[src/fxas_defines.vh]
// Constants for the fixed-point add and subtract execution block.
`ifndef FXAS_DEFINES_VH
`define FXAS_DEFINES_VH

// Register byte offsets on the Wishbone bus.
`define FXAS_OFF_CTRL 8'h00
`define FXAS_OFF_STATUS 8'h04
`define FXAS_OFF_RESULT 8'h08
`define FXAS_OFF_INT_STAT 8'h0c
`define FXAS_OFF_INT_MASK 8'h10

// Control register fields.
`define FXAS_CTRL_MASK_BIT 0
`define FXAS_CTRL_ENABLE_BIT 1
`define FXAS_CTRL_RESET 2'h2

// Interrupt status and mask fields.
`define FXAS_INT_DONE_BIT 0
`define FXAS_INT_OVF_BIT 1
`define FXAS_INT_TRAP_BIT 2
`define FXAS_INT_WIDTH 3
`define FXAS_INT_RESET 3'h0

// Opcodes with the indirect bit removed.
`define FXAS_OP_ADD_IMMEDIATE 7'h20
`define FXAS_OP_ADD_HALFWORD 7'h50
`define FXAS_OP_SUB_HALFWORD 7'h58
`define FXAS_OP_ADD_WORD 7'h30
`define FXAS_OP_SUB_WORD 7'h38

// Immediate field layout and sign extension widths.
`define FXAS_IMM_SIGN_BIT 19
`define FXAS_IMM_EXT_BITS 12
`define FXAS_HALF_SIGN_BIT 15
`define FXAS_HALF_EXT_BITS 16

// Trap location for fixed-point overflow.
`define FXAS_TRAP_ADDR 32'h00000043

// Condition code low bit patterns.
`define FXAS_CC_ZERO 2'h0
`define FXAS_CC_POS 2'h2
`define FXAS_CC_NEG 2'h1

`endif

[src/fxas_adder.v]
// Adder and subtractor with carry and overflow outputs.
`timescale 1ns/1ps
`default_nettype none

module fxas_adder (
  input wire [31:0] a_i,
  input wire [31:0] d_i,
  input wire sub_i,
  output wire [31:0] sum_o,
  output wire carry_o,
  output wire overflow_o
);

  wire [31:0] d_eff;
  wire [32:0] full;

  // Subtraction adds the inverted operand plus one.
  assign d_eff = sub_i ? ~d_i : d_i;
  assign full = {1'b0, a_i} + {1'b0, d_eff} + {32'h00000000, sub_i};
  assign sum_o = full[31:0];
  assign carry_o = full[32];
  assign overflow_o = (a_i[31] == d_eff[31]) && (full[31] != a_i[31]);

endmodule // fxas_adder

`default_nettype wire

[src/fxas_exec.v]
// Fixed-point add and subtract execution block with Wishbone registers.
//
// Summary of operation
// - Add immediate: add extended immediate, write back.
// - Immediate sign bit 19 extended twelve positions.
// - Halfword opcodes add or subtract, write back.
// - Halfword sign extended sixteen positions to 32.
// - Word opcodes add or subtract, write back.
// - Low code bits: 00 zero, 10 positive, 01 negative.
// - Overflow flag follows fixed-point overflow.
// - Carry flag follows carry out of MSB.
// - Masked-in overflow traps to 43, register kept.
// - Masked-out overflow continues without trap.
// - Setup loads C, D, A and P.
// - Setup presets adder plus or minus select.
// - Setup raises next-instruction memory request.
// - Setup arms the register write.
// - Execution lasts one clock, writes 32 bits.
// - Subtract places A minus D on sum bus.
//
// Local design decisions: the Wishbone slave port and the register offsets.
`include "fxas_defines.vh"
`timescale 1ns/1ps
`default_nettype none

module fxas_exec (
  input wire clk_i,
  input wire rst_i,
  input wire ce_i,
  input wire cyc_i,
  input wire stb_i,
  input wire we_i,
  input wire [7:0] adr_i,
  input wire [3:0] sel_i,
  input wire [31:0] dat_i,
  output reg [31:0] dat_o,
  output wire ack_o,
  output wire irq_o,
  input wire start_i,
  input wire [7:0] opcode_i,
  input wire [31:0] instr_i,
  input wire [31:0] eff_op_i,
  input wire [31:0] reg_i,
  input wire [31:0] prog_addr_i,
  input wire mem_ack_i,
  output wire ready_o,
  output reg operand_setup_phase_o,
  output reg exec_phase_one_o,
  output reg adder_select_plus_o,
  output reg adder_select_minus_o,
  output reg mem_request_o,
  output reg reg_write_arm_o,
  output reg reg_wr_o,
  output reg [31:0] reg_wdata_o,
  output reg [31:0] sum_bus_o,
  output reg carry_flag_o,
  output reg overflow_flag_o,
  output reg [1:0] cc_low_o,
  output reg trap_o,
  output reg [31:0] trap_addr_o,
  output reg [31:0] next_addr_o,
  output reg illegal_o
);

  ////////////////////////////////////////////////////////////////////////////
  // Opcode decoding.

  localparam ST_IDLE = 2'h0;
  localparam ST_SETUP = 2'h1;
  localparam ST_EXEC = 2'h2;

  function arith_family_decode;
    input [7:0] op;
    begin
      arith_family_decode = (op[6:0] == `FXAS_OP_ADD_IMMEDIATE) ||
                            (op[6:0] == `FXAS_OP_ADD_HALFWORD) ||
                            (op[6:0] == `FXAS_OP_SUB_HALFWORD) ||
                            (op[6:0] == `FXAS_OP_ADD_WORD) ||
                            (op[6:0] == `FXAS_OP_SUB_WORD);
    end
  endfunction

  function subtract_group_decode;
    input [7:0] op;
    begin
      subtract_group_decode = (op[6:0] == `FXAS_OP_SUB_HALFWORD) ||
                              (op[6:0] == `FXAS_OP_SUB_WORD);
    end
  endfunction

  function add_group_decode;
    input [7:0] op;
    begin
      add_group_decode = arith_family_decode(op) && !subtract_group_decode(op);
    end
  endfunction

  ////////////////////////////////////////////////////////////////////////////
  // State and registers.

  reg [1:0] state;
  reg [1:0] next_state;
  reg [31:0] reg_c;
  reg [31:0] reg_d;
  reg [31:0] reg_a;
  reg [31:0] reg_p;
  reg [31:0] ext_op;
  reg [1:0] ctrl;
  reg [`FXAS_INT_WIDTH-1:0] int_stat;
  reg [`FXAS_INT_WIDTH-1:0] int_mask;
  reg [31:0] result;
  reg ack;
  wire [31:0] adder_sum;
  wire adder_carry;
  wire adder_ovf;
  wire take;
  wire trap_now;
  wire bus_req;
  wire bus_wr;
  wire [`FXAS_INT_WIDTH-1:0] events;
  wire [31:0] wmask;

  assign ready_o = (state == ST_IDLE) && ctrl[`FXAS_CTRL_ENABLE_BIT];
  assign take = ce_i && start_i && ready_o;

  ////////////////////////////////////////////////////////////////////////////
  // Operand sign extension.

  always @* begin
    case (opcode_i[6:0])
      `FXAS_OP_ADD_IMMEDIATE: begin
        ext_op = {{`FXAS_IMM_EXT_BITS{instr_i[`FXAS_IMM_SIGN_BIT]}},
                  instr_i[`FXAS_IMM_SIGN_BIT:0]};
      end
      `FXAS_OP_ADD_HALFWORD, `FXAS_OP_SUB_HALFWORD: begin
        ext_op = {{`FXAS_HALF_EXT_BITS{eff_op_i[`FXAS_HALF_SIGN_BIT]}},
                  eff_op_i[`FXAS_HALF_SIGN_BIT:0]};
      end
      default: begin
        ext_op = eff_op_i;
      end
    endcase
  end

  ////////////////////////////////////////////////////////////////////////////
  // Adder.

  fxas_adder u_adder (
    .a_i(reg_a),
    .d_i(reg_d),
    .sub_i(adder_select_minus_o),
    .sum_o(adder_sum),
    .carry_o(adder_carry),
    .overflow_o(adder_ovf)
  );

  assign trap_now = (state == ST_EXEC) && adder_ovf && ctrl[`FXAS_CTRL_MASK_BIT];

  ////////////////////////////////////////////////////////////////////////////
  // Phase sequencer.

  always @* begin
    case (state)
      ST_IDLE: begin
        next_state = take && arith_family_decode(opcode_i) ? ST_SETUP : ST_IDLE;
      end
      ST_SETUP: begin
        next_state = ST_EXEC;
      end
      ST_EXEC: begin
        next_state = ST_IDLE;
      end
      default: begin
        next_state = ST_IDLE;
      end
    endcase
  end

  always @(posedge clk_i) begin
    if (rst_i) begin
      state <= ST_IDLE;
      operand_setup_phase_o <= 1'b0;
      exec_phase_one_o <= 1'b0;
      illegal_o <= 1'b0;
    end else if (ce_i) begin
      state <= next_state;
      operand_setup_phase_o <= (next_state == ST_SETUP);
      exec_phase_one_o <= (next_state == ST_EXEC);
      illegal_o <= take && !arith_family_decode(opcode_i);
    end
  end

  ////////////////////////////////////////////////////////////////////////////
  // Operand setup.

  always @(posedge clk_i) begin
    if (rst_i) begin
      reg_c <= 32'h00000000;
      reg_d <= 32'h00000000;
      reg_a <= 32'h00000000;
      reg_p <= 32'h00000000;
      adder_select_plus_o <= 1'b0;
      adder_select_minus_o <= 1'b0;
      reg_write_arm_o <= 1'b0;
    end else if (ce_i) begin
      if (take && arith_family_decode(opcode_i)) begin
        reg_c <= ext_op;
        reg_d <= ext_op;
        reg_a <= reg_i;
        reg_p <= prog_addr_i;
      end
      if (state == ST_SETUP) begin
        adder_select_plus_o <= add_group_decode(opcode_i);
        adder_select_minus_o <= subtract_group_decode(opcode_i);
        reg_write_arm_o <= 1'b1;
      end else if (state == ST_EXEC) begin
        adder_select_plus_o <= 1'b0;
        adder_select_minus_o <= 1'b0;
        reg_write_arm_o <= 1'b0;
      end
    end
  end

  // The opcode must stay stable from the start request until execution ends.
  always @(posedge clk_i) begin
    if (rst_i) begin
      mem_request_o <= 1'b0;
    end else if (ce_i) begin
      if (state == ST_SETUP) begin
        mem_request_o <= 1'b1;
      end else if (mem_ack_i) begin
        mem_request_o <= 1'b0;
      end
    end
  end

  ////////////////////////////////////////////////////////////////////////////
  // Execution phase and condition codes.

  always @(posedge clk_i) begin
    if (rst_i) begin
      reg_wr_o <= 1'b0;
      reg_wdata_o <= 32'h00000000;
      sum_bus_o <= 32'h00000000;
      carry_flag_o <= 1'b0;
      overflow_flag_o <= 1'b0;
      cc_low_o <= `FXAS_CC_ZERO;
      trap_o <= 1'b0;
      trap_addr_o <= 32'h00000000;
      next_addr_o <= 32'h00000000;
      result <= 32'h00000000;
    end else if (ce_i) begin
      reg_wr_o <= 1'b0;
      trap_o <= 1'b0;
      if (state == ST_EXEC) begin
        sum_bus_o <= adder_sum;
        result <= adder_sum;
        reg_wdata_o <= adder_sum;
        reg_wr_o <= reg_write_arm_o && !trap_now;
        carry_flag_o <= adder_carry;
        overflow_flag_o <= adder_ovf;
        if (adder_sum == 32'h00000000) begin
          cc_low_o <= `FXAS_CC_ZERO;
        end else if (adder_sum[31]) begin
          cc_low_o <= `FXAS_CC_NEG;
        end else begin
          cc_low_o <= `FXAS_CC_POS;
        end
        trap_o <= trap_now;
        trap_addr_o <= `FXAS_TRAP_ADDR;
        next_addr_o <= reg_p;
      end
    end
  end

  ////////////////////////////////////////////////////////////////////////////
  // Interrupt status, set wins over clear.

  assign bus_req = cyc_i && stb_i;
  assign bus_wr = bus_req && we_i && !ack;
  assign wmask = {{8{sel_i[3]}}, {8{sel_i[2]}}, {8{sel_i[1]}}, {8{sel_i[0]}}};
  assign events = {trap_now, (state == ST_EXEC) && adder_ovf, state == ST_EXEC};

  genvar gi;
  generate
    for (gi = 0; gi < `FXAS_INT_WIDTH; gi = gi + 1) begin : g_int
      always @(posedge clk_i) begin
        if (rst_i) begin
          int_stat[gi] <= 1'b0;
        end else if (ce_i) begin
          if (events[gi]) begin
            int_stat[gi] <= 1'b1;
          end else if (bus_wr && adr_i == `FXAS_OFF_INT_STAT && dat_i[gi] && wmask[gi]) begin
            int_stat[gi] <= 1'b0;
          end
        end
      end
    end
  endgenerate

  assign irq_o = |(int_stat & int_mask);

  ////////////////////////////////////////////////////////////////////////////
  // Wishbone register access.

  assign ack_o = ack;

  always @(posedge clk_i) begin
    if (rst_i) begin
      ack <= 1'b0;
      ctrl <= `FXAS_CTRL_RESET;
      int_mask <= `FXAS_INT_RESET;
      dat_o <= 32'h00000000;
    end else if (ce_i) begin
      ack <= bus_req && !ack;
      if (bus_wr && adr_i == `FXAS_OFF_CTRL && sel_i[0]) begin
        ctrl <= dat_i[1:0];
      end
      if (bus_wr && adr_i == `FXAS_OFF_INT_MASK && sel_i[0]) begin
        int_mask <= dat_i[`FXAS_INT_WIDTH-1:0];
      end
      if (bus_req && !ack) begin
        case (adr_i)
          `FXAS_OFF_CTRL: begin
            dat_o <= {30'h0, ctrl};
          end
          `FXAS_OFF_STATUS: begin
            dat_o <= {24'h000000, mem_request_o, trap_o, state, carry_flag_o,
                      overflow_flag_o, cc_low_o};
          end
          `FXAS_OFF_RESULT: begin
            dat_o <= result;
          end
          `FXAS_OFF_INT_STAT: begin
            dat_o <= {29'h0, int_stat};
          end
          `FXAS_OFF_INT_MASK: begin
            dat_o <= {29'h0, int_mask};
          end
          default: begin
            dat_o <= 32'h00000000;
          end
        endcase
      end
    end
  end

endmodule // fxas_exec

`default_nettype wire

[config.mk]
export PLATFORM = sky130hd
export DESIGN_NAME = fxas_exec
export DESIGN_NICKNAME = d
export VERILOG_FILES = /design/src/fxas_adder.v /design/src/fxas_exec.v
export VERILOG_INCLUDE_DIRS = /design/src
export SDC_FILE = /design/constraint.sdc
export NUM_CORES = 1
export LEC_CHECK = 0
export BUFFER_PORTS_ARGS = -buffer_cell sky130_fd_sc_hd__clkbuf_2
export CORE_AREA = 2 2 168 153
export CTS_BUF_LIST = sky130_fd_sc_hd__clkbuf_8 sky130_fd_sc_hd__clkbuf_16
export DETAILED_ROUTE_END_ITERATION = 10
export DIE_AREA = 0 0 170 155
export PLACE_DENSITY = 0.76
export SETUP_SLACK_MARGIN = 0.1
export SKIP_CTS_REPAIR_TIMING = 1
export SKIP_LAST_GASP = 1
export SLEW_MARGIN = 20
export SYNTH_ARGS = -nofsm -noshare
export SYNTH_HDL_FRONTEND = slang
export SYNTH_SLANG_ARGS = --single-unit
export TNS_END_PERCENT = 100
[constraint.sdc]
create_clock -name clk_i -period 4.75 [get_ports clk_i]
set_input_delay 0.95 -clock clk_i [delete_from_list [all_inputs] [get_ports clk_i]]
set_output_delay 0.95 -clock clk_i [all_outputs]
set_load 0.005 [all_outputs]
# After elaboration in Yosys (flattened, before gate mapping)
# Cells that the tools add are included.
[op_classes]
bitwise_logic = 2
addsub = 2
reduce_logical = 54
n_mux = 21
n_eq_ne = 15
[ops]
columns = ["operator", "n"]
rows = [
  ["$pmux 32 s5", 1],
  ["$pmux 32 s2", 1],
  ["$add 32x32->33", 1],
  ["$add 33x1->33", 1],
  ["$logic_not 32->1", 1],
  ["$mux 32", 1],
  ["$not 32->32", 1],
  ["$logic_and 1x1->1", 25],
  ["$eq 7x6->1 const B", 3],
  ["$reduce_and 2->1", 10],
  ["$eq 8x4->1 const B", 2],
  ["$mux 1", 15],
  ["$eq 7x7->1 const B", 2],
  ["$reduce_bool 2->1", 5],
  ["$eq 8x3->1 const B", 1],
  ["$eq 8x5->1 const B", 1],
  ["$logic_not 8->1", 1],
  ["$logic_or 1x1->1", 5],
  ["$eq 2x1->1 const B", 2],
  ["$eq 2x2->1 const B", 2],
  ["$logic_not 1->1", 4],
  ["$mux 2", 2],
  ["$pmux 2 s2", 1],
  ["$and 3x3->3", 1],
  ["other kinds (5)", 5],
]
[word_totals]
register_bits = 217
inputBits = 188
word_cells = 120
out_inout_bits = 176

# Depth between registers and ports, before layout
[depth]
word_depth = 11
depth_mapped = 14
ltp_nobuf = 12

# Cells and area by module
# Synthesis repeated with hierarchy kept, for this count alone.
[unflattened]
hier_cells = 1318
area_unflattened_um2 = 10560.1
[modules_own_cells]
columns = ["module", "n_inst", "area_each_um2", "cells_per_inst"]
rows = [
  ["fxas_exec", 1, 8491.9, 1046],
  ["fxas_adder", 1, 2068.2, 272],
]

# Worst setup path before layout
# OpenSTA, ideal clock, no wires.
[synth_path]
path_kind = "flip-flop to flip-flop"
start = "register adder_select_minus_o"
end = "register cc_low_o[1]"
path_slack_ns = 1.265
arrival_ns = 3.370
path_buffers = 3
setup_ns = 0.115
period_less_slack_ns = 3.485
path_stages_with_launch = 15
cell_sequence = "dfxtp_1 buf_2 buf_1 xor2_1 ha_1 buf_2 o21ai_2 a221oi_4 nor2b_2 o31ai_1 xnor2_1 and4bb_2 nand4_1 or4_1 o21ba_1"
[synth_via]
elab_chain_cells = 5
word_cells_on_any_way = 6
cone_classes = "2 x add/sub; 3 x mux; 1 x reduce/logical"
[synth_lines]
columns = ["element", "line_no", "rtl"]
rows = [
  ["start: declaration", "fxas_exec.v:50", "output reg adder_select_minus_o,"],
  ["start signal: assignment", "fxas_exec.v:214", "adder_select_minus_o <= subtract_group_decode(opcode_i);"],
  ["$mux 32", "fxas_adder.v:18", "assign d_eff = sub_i ? ~d_i : d_i;"],
  ["$add 32x32->33", "fxas_adder.v:19", "assign full = {1'b0, a_i} + {1'b0, d_eff} + {32'h00000000, sub_i};"],
  ["$add 33x1->33 *", "fxas_adder.v:19", ""],
  ["$logic_not 32->1 / $mux 2 (equally long branches)", "fxas_exec.v:262, fxas_exec.v:264", ""],
  ["$mux 2 *", "fxas_exec.v:262", "if (adder_sum == 32'h00000000) begin"],
  ["end signal: assignment", "fxas_exec.v:263", "cc_low_o <= `FXAS_CC_ZERO;"],
  ["end signal: assignment", "fxas_exec.v:265", "cc_low_o <= `FXAS_CC_NEG;"],
  ["end signal: assignment", "fxas_exec.v:267", "cc_low_o <= `FXAS_CC_POS;"],
  ["end: declaration", "fxas_exec.v:58", "output reg [1:0] cc_low_o,"],
]
# Every way passes the cells marked *; elsewhere a longest branch is shown, timed or not.
# A chain may end at the register's enable or synchronous reset.

# Worst setup path in the final report
# Same ends and word-level chain as after synthesis.

==> results.md <==
* Ratio of cells with drive above 1 in the final layout at 22.3%
* Ys async rst share at 0%
* Hold Fails Final Rpt at 0
* Slew @ Worst Pin at 1.03 ns
* Placer Congestion at 0.906
* Sequential standard cell area at 4330 um^2
* CTS tree: yes
* First-pass GRT wire length at 48500 um
* Mapped Cells at 1422
* Die H at 155 um
* Clk buf depth at 3
* Die area at 26400 um^2
* Post-DRT Antenna Nets at 0
* Area growth, synth to finish at 18.9%
* Number of cell rows at 55
* Clock Latency Late Sink at 0.52 ns
* Starting Density at 44.1%
* Gate power share at 4.6%
* Max-cap violations at 0
* Post-synth top flop: dfxtp_1
* Final net count at 1850
* Sw Ratio at 21.6%
* Final setup margin at 0.738 ns
* Fin area at 13000 um^2
* Dpl hpwl at 23700 um
* Post-Place Setup Slack at 0.738 ns
* Leakage power at 5.57 nW
* Internal power at 3.01 mW
* WHS at 0.449 ns
* WL/cell at 16.1 um
* Synth Register Bits at 216
* Initial antenna violation count at 1
* Sw power at 0.828 mW
* Crit Path Max Fanout at 24
* Fin crit period at 4.01 ns
* Critical path type: flop to flop
* Die X at 170 um
* Grt ovf at 0
* H-tree depth at 1
* Clock Sinks at 216
* Worst EP arrival at 4.41 ns
* IO Count at 364
* Placeable Area at 24800 um^2
* Largest cells by area after synthesis: dfxtp_1 (40%), nand2_1 (12%), a21oi_1 (9.0%)
* RSZ-0062 raised after global routing: false
* Min-delay worst type: flop to flop
* Slew HR at 31.2%
* Clock skew at 0.0190 ns
* Commonest non-fill, non-tap cell in the layout: nand2_1
* Final period util at 84.5%
* PwrDens at 296 nW/um^2
* Vias in the first global route at 9296
* Routed vias/inst at 5.29
* DRC at 0
* Run status: finished, final reports clean
* Count of unique library cells instantiated by Yosys at 71
* Non-Filler Instances at 1953
* CTS Root Cell: clkbuf_16
* Port buffer count at 289
* Flop pwr share at 47.5%
* Synth area leader: dfxtp_1
* Clock-pin slew on the worst setup and hold paths at 0.06 ns
* Clock share of power at 47.9%
* Post-synthesis sequential area ratio at 39.6%
* Commonest cells after routing, fill and taps aside: nand2_1 (344), clkbuf_2 (288), dfxtp_1 (215)
* Largest net degree at the start of global routing at 116
* Avg Inst Size Synth at 7.68 um^2
* CP startpoint kind: flop
* Number of CTS-inserted buffers at 23
* Final setup vio count at 0
* Fmax at 249 MHz
* Critical path endpoint category: flop
* Via count at 10300
* Yosys top cell area share at 39.6%
* Final Slew Violations at 0
* Dpl cells at 1912
* Post-Syn Area at 10900 um^2
* Area of the multi-input gates at 5850 um^2
* EDFF count, synth at 0
* Maximum vdd drop at 0.258 mV
* Final WL at 31400 um
* Final setup TNS at 0 ns
* Iteration-0 DRC Markers at 709
* Ys Warns at 0
* Critical Path RT at 5.15 ns
* Dpl cell area at 12200 um^2
* Filler cells at 2378
* Overall routing resource usage at 22.8%
* DR pass1 iterations at 6
## critical path, cell delays in order, from the launching register on
cell and delay, ns:
dfxtp_2 0.74, buf_4 0.26, xor2_1 0.15, ha_1 0.29
nor2b_2 0.19, o2111a_1 0.26, o21ai_2 0.29, a31o_1 0.29
a211oi_1 0.10, a311oi_1 0.43, nand4_1 0.16, or4_1 0.56
o21ba_1 0.18
## logic make-up after synthesis
| family | Yosys count | synth area share, % |
|---|---|---|
| buffers and inverters | 167 | 8.01 |
| xor gates and xnor gates | 52 | 4.17 |
| other | 1 | 0.0344 |
| DFF | 216 | 39.6 |
| and+or+nand+nor | 593 | 23.2 |
| AOI/OAI and AO/OA | 342 | 19.3 |
| adders and majority gates | 38 | 4.42 |
| muxes | 13 | 1.21 |
## power groups by stage
stage / logic (mW) / clock network, mW / registers, mW
detailed placement: 0.175 / 0 / 1.86
global placement: 0.174 / 0 / 1.86
CTS: 0.176 / 1.88 / 1.82
floorplan: 0.103 / 0 / 1.86
global route: 0.196 / 1.95 / 1.82
finish: 0.177 / 1.84 / 1.82
## flip-flops by register name (all words and copies together), names as in the netlist, 3 cells and up
name and count:
reg_d 32, int_stat 3, reg_p 32, int_mask 3
dat_o 32, next_addr_o 32, result 32, reg_a 32
## layer usage
layer	wire length, um	track usage (%)	up-vias
met4	604	5.05	0
met5	0	0	-
met2	13900	35.8	380
met3	1990	3.00	44
met1	15000	33.3	4730
li1	-	-	5182
## final timing paths
kind                         from           to  slack [ns]  cells past startpoint
max          adder_select_minus_o  cc_low_o[1]        0.74                     12
min                     dat_o[29]    dat_o[29]        0.45                      2
max reg2reg  adder_select_minus_o  cc_low_o[1]        0.74                     12
min reg2reg             dat_o[29]    dat_o[29]        0.45                      2
## area by class of cell
type | instances | area share [%]
antenna | 1 | 0.0193
clock buffer | 28 | 4.96
clock inverter | 12 | 1.06
inverter | 13 | 0.376
multi-input combinational | 1067 | 45.1
sequential | 216 | 33.3
tap | 313 | 3.02
timing repair buffer | 303 | 12.2
## through the flow
stage	total power [mW]	utilization [%]
final	3.84	52.4
after global routing	3.97	52.4
after CTS	3.88	52.4
after detailed placement	2.04	49.2
after global placement	2.04	49.2
after floorplan	1.97	-
## cell usage after synthesis (4+ instances only)
master / number
inv_1: 12
ha_1: 37
a21o_1: 4
clkbuf_1: 75
xor2_1: 41
o21bai_1: 4
a31oi_1: 4
a21oi_1: 197
nand2_1: 345
nor2b_1: 9
o21ai_1: 5
o21a_1: 6
nand2b_1: 6
nand4_1: 11
o211ai_1: 4
nand3_1: 38
a311oi_1: 23
buf_1: 7
o21ai_0: 26
nor2_1: 118
and3_1: 13
mux2i_1: 11
and4_1: 5
dfxtp_1: 216
a221oi_1: 4
nor3_1: 17
buf_2: 9
a211oi_1: 24
buf_4: 63
and2_1: 6
o31ai_1: 4
xnor2_1: 11
a22oi_1: 7
Note: power is estimated with default switching activity, not from simulation.
